### src/hdl/dout_pkg.sv
// constants and types for the configurable digital output block
// assumes a single 25 MHz clock; time constants are kept in their own units
package dout_pkg;

    // clock and time base
    localparam int unsigned CLK_HZ    = 25_000_000;
    localparam int unsigned TICK_US   = 10;
    localparam int unsigned TICK_CYC  = CLK_HZ / 1_000_000 * TICK_US;

    // period per rate code, in microseconds
    localparam int unsigned PERIOD_US [8] = '{10_000, 100_000, 1_000_000, 10_000_000,
                                              20_000, 30_303, 40_000, 50_000};
    localparam logic [2:0]  SERVO_FALLBACK_RATE = 3'h4;

    // servo pulse limits, in microseconds, and in ticks
    localparam int unsigned SERVO_NARROW_MIN_US = 1000;
    localparam int unsigned SERVO_NARROW_MAX_US = 2000;
    localparam int unsigned SERVO_WIDE_MIN_US   = 500;
    localparam int unsigned SERVO_WIDE_MAX_US   = 2500;
    localparam logic [19:0] SERVO_NARROW_MIN_T  = 20'(SERVO_NARROW_MIN_US / TICK_US);
    localparam logic [19:0] SERVO_NARROW_MAX_T  = 20'(SERVO_NARROW_MAX_US / TICK_US);
    localparam logic [19:0] SERVO_WIDE_MIN_T    = 20'(SERVO_WIDE_MIN_US / TICK_US);
    localparam logic [19:0] SERVO_WIDE_MAX_T    = 20'(SERVO_WIDE_MAX_US / TICK_US);

    // control word field positions
    localparam int unsigned RATE_LSB     = 0;
    localparam int unsigned POL_BIT      = 4;
    localparam int unsigned SPAN_BIT     = 5;
    localparam int unsigned TYPE_LSB     = 8;
    localparam int unsigned TRACK_BIT    = 12;
    localparam int unsigned SRC_LSB      = 13;
    localparam int unsigned SRC_EN_BIT   = 15;
    localparam logic [15:0] CFG_WMASK    = 16'hef3f;
    localparam logic [15:0] CFG_RESET    = 16'h0000;

    // full-scale percent, and percent and scale register reset values
    localparam logic [6:0]  PCT_FULL     = 7'h64;
    localparam logic [6:0]  VAL_RESET    = 7'h00;
    localparam logic [15:0] LO_RESET     = 16'h0000;
    localparam logic [15:0] HI_RESET     = 16'hffff;

    // register selectors on the write and read ports
    localparam logic [1:0]  REG_CFG      = 2'h0;
    localparam logic [1:0]  REG_VALUE    = 2'h1;
    localparam logic [1:0]  REG_SCALE_LO = 2'h2;
    localparam logic [1:0]  REG_SCALE_HI = 2'h3;

    typedef enum logic [1:0] {TYPE_NULL, TYPE_ONOFF, TYPE_PWM, TYPE_SERVO} out_type_t;

endpackage : dout_pkg

### src/hdl/dout_chan_if.sv
// per-output carrier from the register side to the pulse generator
// assumes both ends share clk
`timescale 1ns/100ps
interface dout_chan_if;
    import dout_pkg::*;
    out_type_t  mode;
    logic [2:0] rate;
    logic       span_wide;
    logic       pol;
    logic [6:0] pct;
    logic       tick;
    modport src (output mode, rate, span_wide, pol, pct, tick);
    modport gen (input  mode, rate, span_wide, pol, pct, tick);
endinterface : dout_chan_if

### src/hdl/dout_pulse_gen.sv
// one output line: on/off, pwm or servo pulse from a 10 us tick
// assumes the mode and percent come from registers on the same clock
`timescale 1ns/100ps
module dout_pulse_gen (
    input  wire logic clk,
    input  wire logic rstn,
    dout_chan_if.gen  ch,
    output logic      pin_out,
    output logic      pin_oe
);
    import dout_pkg::*;

    typedef struct packed {
        logic [19:0] cnt;
        logic [19:0] per;
        logic [19:0] width;
        logic        oe;
    } gen_st_t;

    gen_st_t     q;
    gen_st_t     d;
    logic [19:0] per_now;
    logic [19:0] smin;
    logic [19:0] smax;
    logic        wrap;
    logic        active;

    // period of the selected rate; servo only runs at codes 0 and 4
    always_comb begin
        logic [2:0] r;
        r = ch.rate;
        if (ch.mode == TYPE_SERVO && r != 3'h0) begin // RULE7
            r = SERVO_FALLBACK_RATE;
        end
        per_now = 20'(PERIOD_US[r] / TICK_US); // RULE5 RULE6
        smin    = ch.span_wide ? SERVO_WIDE_MIN_T : SERVO_NARROW_MIN_T; // RULE8
        smax    = ch.span_wide ? SERVO_WIDE_MAX_T : SERVO_NARROW_MAX_T;
    end

    assign wrap = ch.tick && (q.cnt >= q.per - 20'h1);

    // counter, per-period latch of width, line drive
    always_comb begin
        d = q;
        if (ch.tick) begin
            d.cnt = q.cnt + 20'h1;
        end
        if (wrap) begin
            d.cnt = 20'h0;
            d.per = per_now;
            if (ch.mode == TYPE_SERVO) begin
                d.width = smin + 20'((27'(smax - smin) * 27'(ch.pct)) / 27'd100); // RULE8 RULE16
            end else begin
                d.width = 20'((27'(per_now) * 27'(ch.pct)) / 27'd100); // RULE6
            end
        end
        unique case (ch.mode)
            TYPE_NULL:  active = 1'b0;
            TYPE_ONOFF: active = (ch.pct != 7'h0); // RULE4
            TYPE_PWM:   active = (q.cnt < q.width);
            TYPE_SERVO: active = (q.cnt < q.width);
        endcase
        // active low pulls the line, active high releases it
        d.oe = (ch.mode == TYPE_NULL) ? 1'b0 : (active ^ ch.pol); // RULE3 RULE9
    end

    // state register
    always_ff @(posedge clk or negedge rstn) begin
        if (!rstn) begin
            q <= '{cnt: 20'h0, per: 20'h1, width: 20'h0, oe: 1'b0};
        end else begin
            q <= d;
        end
    end

    assign pin_out = 1'b0;
    assign pin_oe  = q.oe;
endmodule : dout_pulse_gen

### src/hdl/dout_top.sv
// configurable digital outputs: control words, percent values, sensor tracking
// assumes sensor readings and register strobes come from logic on clk
`timescale 1ns/100ps

// Functional notes
// RULE1 - two real outputs, further positions phantom
// RULE2 - type codes: null, on/off, pwm, servo
// RULE3 - null type leaves line undriven
// RULE4 - on/off ignores rate and span bit
// RULE5 - rate field selects repetition frequency
// RULE6 - pwm periods 10ms to 10s, 0-100% duty
// RULE7 - servo uses 100 Hz or 50 Hz
// RULE8 - span bit limits servo pulse range
// RULE9 - polarity bit picks pulled or released active
// RULE10 - polarity resets to zero, active low
// RULE11 - tracking flag read-only; clear ignores source
// RULE12 - source field: bit15 enables, sensors 0-3
// RULE13 - no source: software percent drives output
// RULE14 - source selected: output follows scaled sensor
// RULE15 - pwm tracking clamps 0% and 100%
// RULE16 - servo tracking clamps to min and max pulse
// RULE17 - linear interpolation between scale points
module dout_top #(
    parameter int unsigned           NUM_OUT  = 2,
    parameter logic [NUM_OUT-1:0]    TRACK_OK = '1
) (
    input  wire logic                clk,
    input  wire logic                rstn,
    input  wire logic                wr_en,
    input  wire logic [1:0]          wr_out,
    input  wire logic [1:0]          wr_reg,
    input  wire logic [15:0]         wr_data,
    input  wire logic [1:0]          rd_out,
    input  wire logic [1:0]          rd_reg,
    output logic      [15:0]         rd_data,
    input  wire logic [3:0][15:0]    sensor_val,
    output logic      [NUM_OUT-1:0]  dout_out,
    output logic      [NUM_OUT-1:0]  dout_oe
);
    import dout_pkg::*;

    typedef struct packed {
        logic [NUM_OUT-1:0][15:0] cfg;
        logic [NUM_OUT-1:0][6:0]  val;
        logic [NUM_OUT-1:0][15:0] lo;
        logic [NUM_OUT-1:0][15:0] hi;
        logic [NUM_OUT-1:0][6:0]  pct;
        logic [7:0]               div;
        logic                     tick;
        logic [15:0]              rd;
    } top_st_t;

    top_st_t q;
    top_st_t d;
    logic [NUM_OUT-1:0] tracking;
    logic [NUM_OUT-1:0][15:0] src;

    // word as software sees it: reserved bits zero, tracking flag from hardware
    function automatic logic [15:0] cfg_view(input logic [15:0] c, input logic t);
        logic [15:0] v;
        v = c & CFG_WMASK;
        v[TRACK_BIT] = t; // RULE11
        return v;
    endfunction : cfg_view

    // source selection per output
    always_comb begin
        for (int i = 0; i < NUM_OUT; i++) begin
            tracking[i] = TRACK_OK[i] && q.cfg[i][SRC_EN_BIT]; // RULE11 RULE12
            src[i]      = sensor_val[q.cfg[i][SRC_LSB +: 2]]; // RULE12
        end
    end

    // writes, tick divider, percent targets, registered read port
    always_comb begin
        logic [15:0] x;
        logic [15:0] lo;
        logic [15:0] hi;
        logic [22:0] num;
        x   = 16'h0;
        lo  = 16'h0;
        hi  = 16'h0;
        num = 23'h0;
        d   = q;
        d.tick = 1'b0;
        d.div  = q.div + 8'h1;
        if (q.div == 8'(TICK_CYC - 1)) begin
            d.div  = 8'h0;
            d.tick = 1'b1;
        end
        for (int i = 0; i < NUM_OUT; i++) begin
            // positions at or above NUM_OUT match no index and store nothing
            if (wr_en && wr_out == 2'(i)) begin // RULE1
                unique case (wr_reg)
                    REG_CFG:      d.cfg[i] = wr_data & CFG_WMASK;
                    REG_VALUE:    d.val[i] = (wr_data > 16'(PCT_FULL)) ? PCT_FULL
                                                                      : wr_data[6:0];
                    REG_SCALE_LO: d.lo[i]  = wr_data;
                    REG_SCALE_HI: d.hi[i]  = wr_data;
                endcase
            end
            x  = src[i];
            lo = q.lo[i];
            hi = q.hi[i];
            if (!tracking[i]) begin
                d.pct[i] = q.val[i]; // RULE13
            end else if (x <= lo) begin
                d.pct[i] = 7'h0; // RULE14 RULE15 RULE16
            end else if (x >= hi) begin
                d.pct[i] = PCT_FULL; // RULE15 RULE16
            end else begin
                num      = 23'(x - lo) * 23'd100;
                d.pct[i] = 7'(num / 23'(hi - lo)); // RULE17
            end
        end
        d.rd = 16'h0; // phantom positions read zero
        for (int i = 0; i < NUM_OUT; i++) begin
            if (rd_out == 2'(i)) begin
                unique case (rd_reg)
                    REG_CFG:      d.rd = cfg_view(q.cfg[i], TRACK_OK[i]);
                    REG_VALUE:    d.rd = {9'h0, q.val[i]};
                    REG_SCALE_LO: d.rd = q.lo[i];
                    REG_SCALE_HI: d.rd = q.hi[i];
                endcase
            end
        end
    end

    // state register; control word resets to null, active low
    always_ff @(posedge clk or negedge rstn) begin
        if (!rstn) begin
            for (int i = 0; i < NUM_OUT; i++) begin
                q.cfg[i] <= CFG_RESET; // RULE10
                q.val[i] <= VAL_RESET;
                q.lo[i]  <= LO_RESET;
                q.hi[i]  <= HI_RESET;
                q.pct[i] <= VAL_RESET;
            end
            q.div  <= 8'h0;
            q.tick <= 1'b0;
            q.rd   <= 16'h0;
        end else begin
            q <= d;
        end
    end

    assign rd_data = q.rd;

    // one generator per real output
    for (genvar g = 0; g < NUM_OUT; g++) begin : g_out
        dout_chan_if ch ();
        always_comb begin
            unique case (q.cfg[g][TYPE_LSB +: 4])
                4'h1:    ch.mode = TYPE_ONOFF; // RULE2
                4'h2:    ch.mode = TYPE_PWM;
                4'h3:    ch.mode = TYPE_SERVO;
                default: ch.mode = TYPE_NULL;
            endcase
        end
        assign ch.rate      = q.cfg[g][RATE_LSB +: 3];
        assign ch.span_wide = q.cfg[g][SPAN_BIT];
        assign ch.pol       = q.cfg[g][POL_BIT];
        assign ch.pct       = q.pct[g];
        assign ch.tick      = q.tick;

        dout_pulse_gen u_gen (
            .clk     (clk),
            .rstn    (rstn),
            .ch      (ch),
            .pin_out (dout_out[g]),
            .pin_oe  (dout_oe[g])
        );
    end
endmodule : dout_top

### config.mk
export PLATFORM = sky130hd
export DESIGN_NAME = dout_top
export DESIGN_NICKNAME = d
export VERILOG_FILES = /design/src/hdl/dout_pkg.sv /design/src/hdl/dout_chan_if.sv /design/src/hdl/dout_pulse_gen.sv /design/src/hdl/dout_top.sv
export SDC_FILE = /design/constraint.sdc
export NUM_CORES = 2
export LEC_CHECK = 0
export ABC_AREA = 1
export CAP_MARGIN = 20
export CORE_ASPECT_RATIO = 1.5
export CORE_MARGIN = 2
export CORE_UTILIZATION = 40
export DETAILED_ROUTE_END_ITERATION = 10
export DONT_BUFFER_PORTS = 1
export PLACE_DENSITY = 0.56
export SLEW_MARGIN = 20
export SYNTH_ARGS = -nofsm -noshare
export SYNTH_HDL_FRONTEND = slang
export SYNTH_SLANG_ARGS = --single-unit
### constraint.sdc
create_clock -name clk -period 82.2 [get_ports clk]
set_input_delay 16.44 -clock clk [delete_from_list [all_inputs] [get_ports clk]]
set_output_delay 16.44 -clock clk [all_outputs]
set_load 0.05 [all_outputs]
==> impl_metrics.env <==
export IMPL_synth_top_area_share=0.169
export IMPL_clk_latency_ps=610
export IMPL_dieArea_mm2=0.196
export IMPL_max_stage_delay_ps=490
export IMPL_die_w_um=362
export IMPL_numClockSinks=265
export IMPL_synthCells=12400
export IMPL_worstPathMaxFanout=20
export IMPL_antenna_found_initial=1
export IMPL_synth_area_leaders="ha_1, nand2_1, inv_1"
export IMPL_drive_above_1_share=0.0781
export IMPL_synthDistinctLibCells=97
export IMPL_final_cells=14900
export IMPL_finalSetupViolations=0
export IMPL_synth_warnings=0
export IMPL_layout_setup_ws_ps=6820
export IMPL_grt_max_degree=266
export IMPL_seq_area_mm2=0.00667
export IMPL_cts_buffers=36
export IMPL_synth_seq_cells=265
export IMPL_place_congestion=0.931
export IMPL_ios=111
export IMPL_netlist_area_mm2=0.0770
export IMPL_nFillCells=20700
export IMPL_hold_viol_final=0
export IMPL_grt_pass1_wl_mm=408
export IMPL_synth_area_leader_cell="ha_1"
export IMPL_die_y_um=541
export IMPL_finalMaxSlewViolations=0
export IMPL_dr_pass1_iters=6
export IMPL_hold_class="flip-flop to flip-flop"
export IMPL_core_area_mm2=0.192
export IMPL_cpMaxStageDelayCell="fa_1"
export IMPL_worst_setup_path_end_kind="flip-flop"
export IMPL_tightest_slew_ps=1490
export IMPL_dp_hpwl_mm=216
export IMPL_grt_pass1_vias=78600
export IMPL_viasPerCell=5.33
export IMPL_io_buffers=0
export IMPL_cts_tree="built"
export IMPL_post_place_ws_ps=-32.5
export IMPL_placed_area_mm2=0.0797
export IMPL_cts_htree_levels=2
export IMPL_grt_ovfl_total=0
export IMPL_r2r_slack_ps=21310
export IMPL_fmax_ghz=0.0133
export IMPL_post_route_period_util=0.917
export IMPL_grt_setup_unrepaired="true"
export IMPL_area_growth_pct=6.66
export IMPL_rows=197
export IMPL_slew_headroom=0.00790
export IMPL_drc=0
export IMPL_worst_path_most_repeated_cell="nand2_1"
export IMPL_worstPathRequired_ps=82600
export IMPL_wl_mm=259
export IMPL_synthFlopType="dfrtp_1"
export IMPL_ant_nets=0
export IMPL_status="complete, no violations"
export IMPL_drtIter0Drc=3939
export IMPL_critPathKind="input port to flip-flop"
export IMPL_vias=79700
export IMPL_final_core_util=0.428
export IMPL_dp_cells=14800
export IMPL_maxCapViolations=0
export IMPL_drt_wirelength_per_cell_um=17.3
export IMPL_clkTransAtPathRegs_ps=60
export IMPL_cp_start_kind="input port"
export IMPL_initial_utilization=0.401
export IMPL_syn_avg_cell_area_um2=6.19
export IMPL_clock_path_buffers=3
export IMPL_synth_seq_area_share=0.0867
export IMPL_fin_area_mm2=0.0821
export IMPL_multiInputGateArea_mm2=0.0618
export IMPL_period_needed_ps=75380
export IMPL_critPathArrivalTime_ps=75780
export IMPL_synth_edf_count=0
export IMPL_holdBufCountCts=0
export IMPL_root_buffer="clkbuf_16"
export IMPL_fin_nets=13800
export IMPL_async_flop_share=1.00
export IMPL_grt_total_usage=0.257
export IMPL_skew_ps=54.6
metrics by stage:
stage | hold slack (ps) | TNS, ps
2_1_floorplan | 443 | 0
3_3_place_gp | 462 | 0
3_5_place_dp | 466 | -32.5
4_1_cts | 475 | 0
5_1_grt | 486 | -335
6_report | 474 | 0
worst max-delay path: cells and delay by family:
| kind | cells | cell delay [ps] |
|---|---|---|
| compound gates | 158 | 24840 |
| simple gates | 166 | 17060 |
| fa+ha+maj | 28 | 9050 |
| buf+inv | 85 | 7640 |
| xor+xnor | 3 | 580 |
per-layer routing:
metal / vias to the layer above / track usage / part of all wire
met4: 0 / 0.114 / 0.050
met1: 37200 / 0.277 / 0.39
met5: - / 0 / 0
li1: 40300 / - / -
met3: 557 / 0.0204 / 0.032
met2: 1612 / 0.502 / 0.53
what timing repair did:
action | CTS | global route
setup endpoints to repair | 0 | 6
resized for setup | 0 | 160
setup buffers | 0 | 75
layout make-up:
type / instances / share of cell area
multi-input combinational: 9866 / 0.753
inverter: 2083 / 0.0963
sequential: 265 / 0.0813
tap: 2487 / 0.0379
timing repair buffer: 170 / 0.0158
clock buffer: 46 / 0.0116
clock inverter: 20 / 0.00392
timing repair inverter: 6 / 0.000396
antenna: 2 / 0.0000610
state kept, by name, summed over array words and instances (netlist names):
signal,cells
g_out.ch.pol,2
g_out.ch.tick,1
g_out.ch.pct,14
g_out.ch.rate,6
q,102
g_out.ch.span_wide,2
g_out.u_gen.q,120
rd_data,16
g_out.u_gen.pin_oe,2
synth_stat cells, drive strengths merged, types with 116 or more instances:
| library cell | n |
|---|---|
| xnor2 | 212 |
| nand2 | 3168 |
| o21ai | 725 |
| inv | 2054 |
| dfrtp | 231 |
| nand4 | 233 |
| ha | 1038 |
| nor2 | 1369 |
| nand3 | 779 |
| xor2 | 431 |
| clkbuf | 163 |
| a21oi | 818 |
| fa | 242 |
| nor3 | 116 |
final timing paths:
path	from	to	cells past startpoint
setup / recovery	sensor_val[18]	g_out[1].ch.pct[0]	440
hold / removal	g_out[1].u_gen.q[21]	g_out[1].u_gen.q[21]	2
setup reg to reg	q[146]	g_out[1].ch.pct[0]	442
hold reg to reg	g_out[1].u_gen.q[21]	g_out[1].u_gen.q[21]	2
max in group asynchronous	rstn	g_out[1].ch.pct[6]	0
min in group asynchronous	rstn	q[102]	0
placed cells by master, fill, tap and decap left out, drive strengths merged, types with 24 or more instances in the layout:
cell type	Yosys	routed
nor4	45	45
clkinv	29	36
o21bai	75	75
o21ai	725	725
nor2	1369	1369
o211ai	30	30
a31oi	83	83
a21oi	818	818
dfrtp	231	231
xor2	431	431
buf	65	169
clkbuf	163	47
nand2	3168	3168
nand3b	31	31
xnor2	212	212
o22ai	70	70
nand4	233	233
ha	1038	1038
dfstp	34	34
inv	2054	2045
o31ai	33	33
or2	110	110
nand3	779	779
a21o	56	56
o21a	24	24
nor3	116	116
fa	242	242
o221ai	32	32
kinds of logic (layout without fill, tap and decap cells):
group / Yosys count / after routing / synth area share
XOR/XNOR: 643 / 643 / 0.0734
buffers and inverters: 2312 / 2325 / 0.119
AO/OA/AOI/OAI: 2045 / 2045 / 0.151
multiplexers: 1 / 1 / 0.000130
flip-flops: 265 / 265 / 0.0867
other: 2 / 18 / 0.0000976
AND/OR/NAND/NOR: 5881 / 5881 / 0.339
adder cells (fa/ha/maj): 1280 / 1280 / 0.232
Power is left out: the tool's default activity adds up to more than one toggle a clock period on the data nets, which glitch-free logic cannot reach.
